**src/logic/wrmsg_defines.svh**
```systemverilog
// Field positions, register offsets and reset values for the write message decoder
`ifndef WRMSG_DEFINES_SVH
`define WRMSG_DEFINES_SVH

// Descriptor fields
`define LAYOUT_MSB 11
`define LAYOUT_LSB 10
`define OFS_MSB 9
`define OFS_LSB 4
`define OPC_MSB 3
`define OPC_LSB 0

// Layout codes
`define LAYOUT_DIRECT 2'h0
`define LAYOUT_INTERLEAVED 2'h1
`define LAYOUT_TRANSPOSED 2'h2
`define LAYOUT_RESERVED 2'h3

// Operation codes
`define OPC_WRITE 4'h0
`define OPC_SYNC 4'h1

// Header dwords 0 and 1: entry tag and result handle
`define TAG_MSB 31
`define TAG_LSB 16
`define HND_MSB 15
`define HND_LSB 0

// Header dword 5 and dword 2 fields
`define THREAD_TAG_MSB 7
`define THREAD_TAG_LSB 0
`define SO_INC_MSB 26
`define SO_INC_LSB 16
`define CLIP_BIT 7
`define PTYPE_MSB 6
`define PTYPE_LSB 2
`define FIRST_BIT 1
`define LAST_BIT 0

// Register byte offsets
`define REG_CTRL 12'h000
`define REG_STATUS 12'h004
`define REG_COUNT 12'h008

// Control bits and reset value
`define CTRL_NEW_GEN 0
`define CTRL_CLIP_REV 1
`define CTRL_CLIP_EN 2
`define CTRL_RESET 3'h0

// Status bits
`define STAT_ERR 0
`define STAT_CAUSE_LSB 4
`define STAT_CAUSE_MSB 6

`endif

```
**src/logic/wrmsg_pkg.sv**
```systemverilog
// Types shared by the write message decoder files
package wrmsg_pkg;
    // Why a message was refused
    typedef enum logic [2:0] {
        CAUSE_NONE,
        CAUSE_OPCODE,
        CAUSE_LAYOUT,
        CAUSE_COMBO,
        CAUSE_OFFSET
    } err_cause_t;
endpackage

```
**src/logic/wrmsg_apb_regs.sv**
```systemverilog
// APB register file: control bits, sticky error status and message count
`timescale 1ns/1ps
`include "wrmsg_defines.svh"
module wrmsg_apb_regs
    import wrmsg_pkg::*;
(
    // Clock and reset
    input wire logic mclk,
    input wire logic rst,
    // APB slave
    input wire logic psel,
    input wire logic penable,
    input wire logic pwrite,
    input wire logic [11:0] paddr,
    input wire logic [31:0] pwdata,
    output logic [31:0] prdata,
    output logic pready,
    output logic pslverr,
    // Block side
    input wire logic err_event,
    input wire err_cause_t err_cause,
    input wire logic msg_event,
    output logic [2:0] ctrl_q
);
    logic err_q;
    err_cause_t cause_q;
    logic [15:0] count_q;
    logic access;
    logic mapped;

    // Zero wait states; every access finishes in its first access cycle
    assign access = psel && penable;
    assign pready = 1'h1;
    assign mapped = (paddr == `REG_CTRL) || (paddr == `REG_STATUS) || (paddr == `REG_COUNT);
    assign pslverr = access && !mapped;

    // Control register
    always_ff @(posedge mclk or posedge rst) begin
        if (rst) begin
            ctrl_q <= `CTRL_RESET;
        end else if (access && pwrite && paddr == `REG_CTRL) begin
            ctrl_q <= pwdata[2:0];
        end
    end

    // Sticky error flag; a new error wins over a write-one-to-clear
    always_ff @(posedge mclk or posedge rst) begin
        if (rst) begin
            err_q <= 1'h0;
            cause_q <= CAUSE_NONE;
        end else if (err_event) begin
            err_q <= 1'h1;
            cause_q <= err_cause;
        end else if (access && pwrite && paddr == `REG_STATUS && pwdata[`STAT_ERR]) begin
            err_q <= 1'h0;
        end
    end

    // Accepted message count, wraps; a write clears it unless a message is counted in the same cycle
    always_ff @(posedge mclk or posedge rst) begin
        if (rst) begin
            count_q <= 16'h0000;
        end else if (msg_event) begin
            count_q <= count_q + 16'h0001;
        end else if (access && pwrite && paddr == `REG_COUNT) begin
            count_q <= 16'h0000;
        end
    end

    // Read mux; unmapped reads return zero
    always_comb begin
        prdata = 32'h0000_0000;
        unique case (paddr)
            `REG_CTRL: prdata[2:0] = ctrl_q;
            `REG_STATUS: begin
                prdata[`STAT_ERR] = err_q;
                prdata[`STAT_CAUSE_MSB:`STAT_CAUSE_LSB] = cause_q;
            end
            `REG_COUNT: prdata[15:0] = count_q;
            default: prdata = 32'h0000_0000;
        endcase
    end
endmodule

```
**src/logic/return_buffer_write_msg_decode.sv**
```systemverilog
// Decoder and checker for return buffer write messages from execution threads
//
// The register offsets and the APB slave port were left to the implementer.
`timescale 1ns/1ps
`include "wrmsg_defines.svh"
module return_buffer_write_msg_decode
    import wrmsg_pkg::*;
(
    // Clock and reset
    input wire logic mclk,
    input wire logic rst,
    // APB slave
    input wire logic psel,
    input wire logic penable,
    input wire logic pwrite,
    input wire logic [11:0] paddr,
    input wire logic [31:0] pwdata,
    output logic [31:0] prdata,
    output logic pready,
    output logic pslverr,
    // Incoming message
    input wire logic msg_valid,
    output logic msg_ready,
    input wire logic [11:0] desc_ctl,
    input wire logic desc_complete,
    input wire logic desc_used,
    input wire logic desc_allocate,
    input wire logic desc_end_of_thread,
    input wire logic [31:0] hdr_dw0,
    input wire logic [31:0] hdr_dw1,
    input wire logic [31:0] hdr_dw2,
    input wire logic [31:0] hdr_dw5,
    // Decoded message, one cycle after acceptance
    output logic out_valid_q,
    output logic buffer_write_op_q,
    output logic fixed_function_sync_op_q,
    output logic [1:0] layout_q,
    output logic [5:0] offset_ch0_q,
    output logic [5:0] offset_ch1_q,
    output logic ch1_valid_q,
    // Entry and thread actions
    output logic partial_write_q,
    output logic release_entry_q,
    output logic finished_output_q,
    output logic grant_alloc_q,
    output logic terminate_thread_q,
    // Header fields
    output logic [7:0] fixed_unit_thread_tag_q,
    output logic [10:0] stream_out_prims_written_stat_q,
    output logic clipper_invocation_stat_q,
    output logic [4:0] vertex0_primitive_type_q,
    output logic vertex0_first_flag_q,
    output logic vertex0_last_flag_q,
    output logic [15:0] entry_tag_ch0_q,
    output logic [15:0] result_handle_ch0_q,
    output logic [15:0] entry_tag_ch1_q,
    output logic [15:0] result_handle_ch1_q,
    // Error report
    output logic error_q,
    output err_cause_t error_cause_q
);
    logic accept;
    logic [1:0] layout_in;
    logic [5:0] offset_in;
    logic [3:0] opcode_in;
    logic [7:0] thread_tag_in;
    logic is_write;
    logic is_sync;
    logic is_interleaved;
    logic err_d;
    err_cause_t cause_d;
    logic [2:0] ctrl;

    // Decoding is a single registered stage, so there is never a reason to stall
    assign msg_ready = 1'h1;
    assign accept = msg_valid && msg_ready;

    // Descriptor fields
    assign layout_in = desc_ctl[`LAYOUT_MSB:`LAYOUT_LSB];
    assign offset_in = desc_ctl[`OFS_MSB:`OFS_LSB];
    assign opcode_in = desc_ctl[`OPC_MSB:`OPC_LSB];
    assign thread_tag_in = hdr_dw5[`THREAD_TAG_MSB:`THREAD_TAG_LSB];
    assign is_write = (opcode_in == `OPC_WRITE);
    assign is_sync = (opcode_in == `OPC_SYNC);
    assign is_interleaved = (layout_in == `LAYOUT_INTERLEAVED);

    // Message checks, highest priority first; only one cause is reported
    always_comb begin
        err_d = 1'h1;
        cause_d = CAUSE_NONE;
        if (!is_write && !is_sync) begin
            cause_d = CAUSE_OPCODE;
        end else if (is_write && layout_in == `LAYOUT_RESERVED) begin
            cause_d = CAUSE_LAYOUT;
        end else if (desc_allocate && desc_end_of_thread) begin
            cause_d = CAUSE_COMBO;
        end else if (is_write && layout_in == `LAYOUT_TRANSPOSED && offset_in[0]) begin
            cause_d = CAUSE_OFFSET;
        end else begin
            err_d = 1'h0;
        end
    end

    // Acceptance strobe and error report
    always_ff @(posedge mclk or posedge rst) begin
        if (rst) begin
            out_valid_q <= 1'h0;
            error_q <= 1'h0;
            error_cause_q <= CAUSE_NONE;
        end else begin
            out_valid_q <= accept;
            error_q <= accept && err_d;
            error_cause_q <= accept ? cause_d : CAUSE_NONE;
        end
    end

    // Operation and layout; a refused message carries no operation
    always_ff @(posedge mclk or posedge rst) begin
        if (rst) begin
            buffer_write_op_q <= 1'h0;
            fixed_function_sync_op_q <= 1'h0;
            layout_q <= `LAYOUT_DIRECT;
            offset_ch0_q <= 6'h00;
            offset_ch1_q <= 6'h00;
            ch1_valid_q <= 1'h0;
        end else if (accept) begin
            buffer_write_op_q <= is_write && !err_d;
            fixed_function_sync_op_q <= is_sync && !err_d;
            layout_q <= layout_in;
            offset_ch0_q <= offset_in;
            // Same granule offset for both de-interleaved streams
            offset_ch1_q <= is_interleaved ? offset_in : 6'h00;
            ch1_valid_q <= is_interleaved && is_write && !err_d;
        end
    end

    // Entry and thread actions; an illegal combination must not free anything
    always_ff @(posedge mclk or posedge rst) begin
        if (rst) begin
            partial_write_q <= 1'h0;
            release_entry_q <= 1'h0;
            finished_output_q <= 1'h0;
            grant_alloc_q <= 1'h0;
            terminate_thread_q <= 1'h0;
        end else begin
            // Used bit is don't-care while complete is clear
            partial_write_q <= accept && !err_d && !desc_complete
                && !desc_allocate && !desc_end_of_thread;
            release_entry_q <= accept && !err_d && desc_complete && !desc_used;
            finished_output_q <= accept && !err_d && desc_complete && desc_used;
            // Without complete, the thread vouches for its earlier entries
            grant_alloc_q <= accept && !err_d && desc_allocate
                && !desc_end_of_thread;
            terminate_thread_q <= accept && !err_d && desc_end_of_thread
                && !desc_allocate;
        end
    end

    // Header fields; the thread tag is only acted on with a termination
    always_ff @(posedge mclk or posedge rst) begin
        if (rst) begin
            fixed_unit_thread_tag_q <= 8'h00;
            stream_out_prims_written_stat_q <= 11'h000;
            clipper_invocation_stat_q <= 1'h0;
            vertex0_primitive_type_q <= 5'h00;
            vertex0_first_flag_q <= 1'h0;
            vertex0_last_flag_q <= 1'h0;
        end else if (accept) begin
            fixed_unit_thread_tag_q <= thread_tag_in;
            // Older generations count these elsewhere, so the field is dropped
            stream_out_prims_written_stat_q <= (ctrl[`CTRL_NEW_GEN] && !err_d)
                ? hdr_dw2[`SO_INC_MSB:`SO_INC_LSB] : 11'h000;
            clipper_invocation_stat_q <= ctrl[`CTRL_CLIP_REV] && ctrl[`CTRL_CLIP_EN]
                && hdr_dw2[`CLIP_BIT] && !err_d;
            // Passed through as sent; the sender zeroes them for other targets
            vertex0_primitive_type_q <= hdr_dw2[`PTYPE_MSB:`PTYPE_LSB];
            vertex0_first_flag_q <= hdr_dw2[`FIRST_BIT];
            vertex0_last_flag_q <= hdr_dw2[`LAST_BIT];
        end
    end

    // Channel tags and handles; channel 1 reads as zero unless interleaved
    always_ff @(posedge mclk or posedge rst) begin
        if (rst) begin
            entry_tag_ch0_q <= 16'h0000;
            result_handle_ch0_q <= 16'h0000;
            entry_tag_ch1_q <= 16'h0000;
            result_handle_ch1_q <= 16'h0000;
        end else if (accept) begin
            entry_tag_ch0_q <= hdr_dw0[`TAG_MSB:`TAG_LSB];
            result_handle_ch0_q <= hdr_dw0[`HND_MSB:`HND_LSB];
            entry_tag_ch1_q <= is_interleaved ? hdr_dw1[`TAG_MSB:`TAG_LSB] : 16'h0000;
            result_handle_ch1_q <= is_interleaved
                ? hdr_dw1[`HND_MSB:`HND_LSB] : 16'h0000;
        end
    end

    // Software view: generation options, sticky error, message count
    wrmsg_apb_regs regs (
        .mclk(mclk),
        .rst(rst),
        .psel(psel),
        .penable(penable),
        .pwrite(pwrite),
        .paddr(paddr),
        .pwdata(pwdata),
        .prdata(prdata),
        .pready(pready),
        .pslverr(pslverr),
        .err_event(error_q),
        .err_cause(error_cause_q),
        .msg_event(out_valid_q),
        .ctrl_q(ctrl)
    );
endmodule

```
**config.mk**
```make
export PLATFORM = sky130hd
export DESIGN_NAME = return_buffer_write_msg_decode
export DESIGN_NICKNAME = d
export VERILOG_FILES = /design/src/logic/wrmsg_pkg.sv /design/src/logic/wrmsg_apb_regs.sv /design/src/logic/return_buffer_write_msg_decode.sv
export VERILOG_INCLUDE_DIRS = /design/src /design/src/logic
export SDC_FILE = /design/constraint.sdc
export NUM_CORES = 1
export LEC_CHECK = 0
export BUFFER_PORTS_ARGS = -buffer_cell sky130_fd_sc_hd__clkbuf_2
export CORE_MARGIN = 10
export CORE_UTILIZATION = 30
export CTS_BUF_LIST = sky130_fd_sc_hd__clkbuf_4 sky130_fd_sc_hd__clkbuf_8
export DETAILED_ROUTE_END_ITERATION = 10
export SETUP_SLACK_MARGIN = 0.4
export SLEW_MARGIN = 25
export SYNTH_ARGS = -nofsm -noshare
export SYNTH_HDL_FRONTEND = slang
export SYNTH_SLANG_ARGS = --single-unit
```
**constraint.sdc**
```tcl
create_clock -name mclk -period 5.4 [get_ports mclk]
set_clock_uncertainty 0.2 [all_clocks]
set_input_delay 1.08 -clock mclk [delete_from_list [all_inputs] [get_ports mclk]]
set_output_delay 1.08 -clock mclk [all_outputs]
set_load 0.05 [all_outputs]
```
==> flow_metrics.env, run 1 <==
export IMPL_io_pins=347
export IMPL_drt_iter0_markers=170
export IMPL_ctsLongestPathBuffers=2
export IMPL_antenna_left=0
export IMPL_min_path_type="register to register"
export IMPL_yosysTopAreaCell="dfrtp_1"
export IMPL_port_buffers=262
export IMPL_cp_end_kind="output port"
export IMPL_ys_ff_latch=141
export IMPL_die_h_um=159
export IMPL_synth_edff_count=0
export IMPL_netlist_area_leader_share_pct=60.7
export IMPL_cts_sinks=141
export IMPL_die_area_mm2=0.0253
export IMPL_ctsResizeCount=0
export IMPL_dr_pass1_iters=4
export IMPL_grt_pass1_wl_um=28600
export IMPL_p_per_area_mw_per_mm2=349
export IMPL_cts_htree_levels=4
export IMPL_synth_area_per_cell_um2=13.1
export IMPL_vias=4508
export IMPL_reg2reg_to="regs.count_q[12]$_DFFE_PP0P_"
export IMPL_worst_pin_slew_ps=949
export IMPL_crit_start="paddr[5]"
export IMPL_worstPathArrival_ps=2970
export IMPL_synth_cells=444
export IMPL_fmax_mhz=235
export IMPL_postCtsHoldBufs=0
export IMPL_drive_gt1_share_pct=50.7
export IMPL_dieWidth_um=159
export IMPL_antenna_cells=0
export IMPL_totalWireLength_um=17800
export IMPL_ys_flop_type="dfrtp_1"
export IMPL_r2r_start="regs.count_q[2]$_DFFE_PP0P_"
export IMPL_grt_overflow=0
export IMPL_syn_area_mm2=0.00581
export IMPL_rsz0062_at_grt="no"
export IMPL_critPathRequiredTime_ps=4120
export IMPL_cp_depth=6
export IMPL_final_cell_count_no_fill=980
export IMPL_antenna_found_initial=0
export IMPL_path_buf_inv=2
export IMPL_pre_cts_ws_ps=1160
export IMPL_drcViolationCount=0
export IMPL_core_area_mm2=0.0189
export IMPL_postLayoutCellArea_mm2=0.00776
export IMPL_r2r_setup_slack_ps=3530
export IMPL_critical_path_slowest_cell="nor3b_2"
export IMPL_setup_slack_ps=1150
export IMPL_grt_start_max_net_pins=102
export IMPL_num_rows=50
export IMPL_critPathTopFamily="simple AND/OR/NAND/NOR gates"
export IMPL_fin_setup_tns_ps=0
export IMPL_crit_path_end="prdata[0]"
export IMPL_gp_congestion=0.775
export IMPL_path_cells="clkbuf_2, nor4_4, nand3_4, nor3b_2, a22o_1, clkbuf_2"
export IMPL_post_route_util_pct=41.1
export IMPL_worstPathMaxFanout=13
export IMPL_power_leakage_nw=3.93
export IMPL_hold_viol_final=0
export IMPL_ys_warn_count=0
export IMPL_grtUsageTotal_pct=14.1
export IMPL_place_area_mm2=0.00732
export IMPL_yosysUniqueCellTypes=51
export IMPL_syn2layout_area_growth_pct=33.7
export IMPL_synth_seq_area_share_pct=60.7
export IMPL_worstRegToRegCells=4
export IMPL_post_drt_wl_per_cell_um=18.1
export IMPL_via_per_inst=4.60
export IMPL_place_hpwl_um=13400
export IMPL_dp_cells=947
export IMPL_grt_pass1_vias=4957
export IMPL_drv_slew=0
export IMPL_path_common_cell="clkbuf_2"
export IMPL_power_mw=2.71
export IMPL_holdWs_ps=271
export IMPL_period_minus_slack_ps=4250
export IMPL_status="finished, final reports clean"
export IMPL_final_nets=902
export IMPL_insertion_delay_ps=450
export IMPL_synth_area_leaders="dfrtp_1, mux2_2, a22o_1"
export IMPL_cts_root_buf="clkbuf_8"
export IMPL_cts_tree="done"
export IMPL_cap_violations=0
export IMPL_maxSlewHeadroom_pct=36.5
export IMPL_clk_pin_slew_worst_paths_ps=90
export IMPL_worstSetupStartpointType="input pin"
export IMPL_setup_viol=0
export IMPL_critical_path_max_stage_delay_ps=650
export IMPL_cts_buffers_inserted=17
export IMPL_async_reset_ff_share_pct=100
export IMPL_cts_setup_buffers=0
export IMPL_path_class="input pin to output port"
export IMPL_finalCritPeriodShare_pct=78.7
export IMPL_start_util_pct=30.7
export IMPL_ir_drop_uv=164
-- where the power goes --
part / switching (mW) / internal (mW)
sequential: 0.0859 / 1.15
clock: 0.473 / 0.444
combinational: 0.393 / 0.161
total: 0.952 / 1.75
-- worst register-to-register path, stage by stage (launching register included) --
cell	delay, ps
dfrtp_1	460
and4_1	380
nand3_1	200
or4_1	500
nand3_1	80
-- synthesized netlist by cell type (2+ instances only) --
master     number
buf_2           6
nor4b_1         2
and4_1          4
nand2b_1        3
a22o_1         45
or4_1           2
o211ai_1        2
buf_4          18
mux2_2         55
nor3_1          2
nor2_1         15
nand3_1        10
nor4_4          2
nand2_1        23
clkbuf_1       11
o2bb2ai_1       9
a22oi_1         3
nand4_1         7
and3_1          3
a21oi_1         4
mux2i_1         4
conb_1          2
inv_1          11
and2_1         12
o21ai_0        16
nor2b_1         2
dfrtp_1       141
xor2_1          4
nor3b_1         3
clkbuf_2        2
-- cells in the final DEF, fill, tap and decap left out, types with 3 or more instances in the layout --
master       n
nand2_1     23
a22o_1      45
xor2_1       4
clkbuf_2   262
a22oi_1      3
nand2b_1     3
conb_1      18
inv_6        4
o21ai_0     16
and2_1      12
clkbuf_8    18
buf_4        3
inv_1       10
nand4_1      7
dfrtp_1    141
o2bb2ai_1    9
and4_1       4
nor2_1      14
clkinv_4     3
inv_8        4
and3_1       3
nand3_1     10
nor3b_1      3
a21oi_1      4
mux2_2      55
mux2i_1      4
-- how the worst min path moves through the flow --
| stage | end | depth (start not counted) | startpoint | slack, ps |
|---|---|---|---|---|
| after floorplan | regs.count_q[15]$_DFFE_PP0P_ | 1 | regs.count_q[15]$_DFFE_PP0P_ | 230 |
| after global placement | regs.count_q[15]$_DFFE_PP0P_ | 1 | regs.count_q[15]$_DFFE_PP0P_ | 260 |
| after detailed placement | regs.count_q[15]$_DFFE_PP0P_ | 1 | regs.count_q[15]$_DFFE_PP0P_ | 260 |
| after CTS | regs.count_q[15]$_DFFE_PP0P_ | 1 | regs.count_q[15]$_DFFE_PP0P_ | 270 |
| after global routing | offset_ch1_q[1]$_DFFE_PP0P_ | 1 | offset_ch1_q[1]$_DFFE_PP0P_ | 320 |
| final | regs.count_q[15]$_DFFE_PP0P_ | 1 | regs.count_q[15]$_DFFE_PP0P_ | 270 |
-- sequential cells by signal (all words and copies together), names as in the netlist, 5 cells and up --
signal                           flops
entry_tag_ch0_q                     16
entry_tag_ch1_q                     16
regs.count_q                        16
result_handle_ch0_q                 16
result_handle_ch1_q                 16
stream_out_prims_written_stat_q     11
fixed_unit_thread_tag_q              8
offset_ch0_q                         6
offset_ch1_q                         6
vertex0_primitive_type_q             5
-- cell families after synthesis --
| family | share of synthesized area, % |
|---|---|
| mux | 11.4 |
| flops | 60.7 |
| xor+xnor | 0.754 |
| fa+ha+maj | 0.215 |
| simple gates | 10.5 |
| compound gates | 11.6 |
| other cells | 0.129 |
| buf+inv | 4.76 |
-- metal layers --
metal  track usage, %  part of all wire [%]  vias up
met1             16.0                    41     2202
met5                0                     0        -
met4             4.25                   1.4        0
li1                 -                     -     2101
met2             22.2                    47      189
met3             7.64                    11       16
-- final cells by class --
type | instances | area (µm²)
inverters | 12 | 48.8
flip-flops and latches | 141 | 3530
clock inverters | 14 | 174
well taps | 260 | 325
repair buffers | 267 | 1370
clock buffers | 18 | 248
fillers | 1896 | 11100
multi-input cells | 268 | 2070
Note: power is estimated with default switching activity, not from simulation.
==> run 2, diff against run 1 <==
ABC_AREA = 1   (was not set)
clock period = 3.7 ns   (was 5.4 ns; I/O delays follow)
==> run 2 against run 1 <==
Against the previous run:
- flip-flop and latch count stayed put
- synthesized cell count is 60% higher
- via count is 23% higher
- critical path type unchanged
- highest routed layer is now met5
==> flow_metrics.env, run 2 <==
export IMPL_synth_edff_count=0
export IMPL_critical_path_max_stage_delay_ps=360
export IMPL_maxSlewHeadroom_pct=46.5
export IMPL_cts_sinks=141
export IMPL_grt_use_met3_pct=7.60
export IMPL_worst_pin_slew_ps=802
export IMPL_ys_ff_latch=141
export IMPL_yosysUniqueCellTypes=28
export IMPL_worstSetupStartpointType="input pin"
export IMPL_ys_flop_type="dfrtp_1"
export IMPL_dieWidth_um=163
export IMPL_grt_start_max_net_pins=142
export IMPL_min_to="release_entry_q$_DFF_PP0_"
export IMPL_worstRegToRegCells=6
export IMPL_via_per_inst=4.44
export IMPL_multiInputGateArea_mm2=0.00220
export IMPL_start_util_pct=30.5
export IMPL_drv_slew=0
export IMPL_io_pins=347
export IMPL_reg2reg_to="regs.count_q[3]$_DFFE_PP0P_"
export IMPL_num_rows=52
export IMPL_die_area_mm2=0.0267
export IMPL_vias=5534
export IMPL_synthTopCellsByCount="nand2_1, dfrtp_1, inv_1, nand3_1, nor2_1"
export IMPL_cts_tree="done"
export IMPL_synth_area_per_cell_um2=8.67
export IMPL_cap_violations=0
export IMPL_status="finished, final reports clean"
export IMPL_final_nets=1157
export IMPL_synth_most_common_cell="nand2_1"
export IMPL_fin_setup_tns_ps=0
export IMPL_cp_end_kind="output port"
export IMPL_grtUsageMet2_pct=23.3
export IMPL_register_area_mm2=0.00353
export IMPL_holdWs_ps=261
export IMPL_synth_cells=712
export IMPL_clk_pin_slew_worst_paths_ps=90
export IMPL_place_hpwl_um=14800
export IMPL_ir_drop_uv=209
export IMPL_postCtsHoldBufs=0
export IMPL_power_leakage_nw=4.60
export IMPL_power_mw=3.94
export IMPL_setup_viol=0
export IMPL_async_reset_ff_share_pct=100
export IMPL_setup_slack_ps=596
export IMPL_grt_overflow=0
export IMPL_syn2layout_area_growth_pct=31.1
export IMPL_holdPathStages=2
export IMPL_grtUsageTotal_pct=14.7
export IMPL_die_h_um=163
export IMPL_gp_congestion=0.827
export IMPL_grt_pass1_wl_um=31000
export IMPL_insertion_delay_ps=440
export IMPL_r2r_setup_slack_ps=1650
export IMPL_hold_viol_final=0
export IMPL_grt_busiest_layer="met2"
export IMPL_r2r_start="out_valid_q$_DFF_PP0_"
export IMPL_drcViolationCount=0
export IMPL_worstPathArrival_ps=2160
export IMPL_ctsLongestPathBuffers=2
export IMPL_drive_gt1_share_pct=31.8
export IMPL_fmax_mhz=322
export IMPL_syn_area_mm2=0.00617
export IMPL_min_delay_start="desc_used"
export IMPL_dr_pass1_iters=4
export IMPL_grtUsageMet1_pct=17.1
export IMPL_post_route_util_pct=40.0
export IMPL_fillers=2083
export IMPL_path_cells="clkbuf_2, inv_1, nor3_4, nand2_2, o21ai_0, clkbuf_2"
export IMPL_synth_area_leaders="dfrtp_1, nand2_1, a32o_1"
export IMPL_path_class="input pin to output port"
export IMPL_min_path_type="input pin to register"
export IMPL_ys_warn_count=0
export IMPL_grt_pass1_vias=5555
export IMPL_path_common_cell="clkbuf_2"
export IMPL_layout_common_cells="nand2_1, clkbuf_2, dfrtp_1"
export IMPL_synth_seq_area_share_pct=57.2
export IMPL_totalWireLength_um=20000
export IMPL_cts_setup_buffers=0
export IMPL_critPathRequiredTime_ps=2760
export IMPL_post_drt_wl_per_cell_um=16.0
export IMPL_antenna_left=0
export IMPL_netlist_area_leader_share_pct=57.2
export IMPL_p_per_area_mw_per_mm2=487
export IMPL_rsz0062_at_grt="no"
export IMPL_yosysTopAreaCell="dfrtp_1"
export IMPL_layout_commonest_cell="nand2_1"
export IMPL_core_area_mm2=0.0202
export IMPL_port_buffers=262
export IMPL_pre_cts_ws_ps=451
export IMPL_ctsResizeCount=0
export IMPL_cts_buffers_inserted=17
export IMPL_antenna_found_initial=2
export IMPL_finalCritPeriodShare_pct=83.9
export IMPL_drt_iter0_markers=277
export IMPL_critical_path_slowest_cell="o21ai_0"
export IMPL_worstPathMaxFanout=14
export IMPL_cts_htree_levels=4
export IMPL_period_minus_slack_ps=3100
export IMPL_cts_root_buf="clkbuf_8"
run 2: report_power, final:
group          total, mW  switching (mW)  internal [mW]  leakage, nW
Sequential          1.76          0.0988           1.67         1.82
Combinational      0.829           0.622          0.207         2.57
Clock               1.35           0.708          0.638        0.214
run 2: area by class of cell:
type	instances	share of cell area, %
clock buffers	17	2.89
clock inverters	15	2.38
repair buffers	268	17.1
well taps	270	4.17
flip-flops and latches	141	43.6
inverters	58	2.75
multi-input cells	476	27.1
diodes	1	0.0309
run 2: critical path, delay by kind of cell:
kind | cells | cell delay, ps
AND/OR/NAND/NOR | 2 | 530
buffers and inverters | 3 | 520
AO/OA/AOI/OAI | 1 | 360
run 2: logic make-up (layout without fill, tap and decap cells):
logic type / count (synthesis) / count (layout) / share of synthesized area (%)
AND/OR/NAND/NOR: 396 / 396 / 26.5
flip-flops: 141 / 141 / 57.2
buffers and inverters: 111 / 358 / 8.29
AO/OA/AOI/OAI: 60 / 60 / 7.56
other: 2 / 19 / 0.122
adder cells (fa/ha/maj): 1 / 1 / 0.203
XOR/XNOR: 1 / 1 / 0.142
run 2: worst max-delay path by stage:
stage / from / endpoint / cells after the start
final: paddr[3] / prdata[4] / 6
after global routing: paddr[3] / prdata[4] / 6
after CTS: paddr[3] / prdata[4] / 6
after detailed placement: paddr[3] / prdata[4] / 6
after global placement: paddr[3] / prdata[4] / 6
after floorplan: paddr[11] / prdata[4] / 5
run 2: per-stage QoR:
step | std cells | area [µm²]
2_1_floorplan | 728 | 6240
3_3_place_gp | 1213 | 7660
3_5_place_dp | 1213 | 7660
4_1_cts | 1245 | 8090
5_1_grt | 1245 | 8090
6_report | 1246 | 8100
run 2: layer usage:
layer  share of wire [%]  vias up  wire, µm
li1                    -     2752         -
met1                  40     2574      8060
met2                  47      195      9430
met3                  11       11      2290
met4                0.86        2       172
met5               0.065        -        13
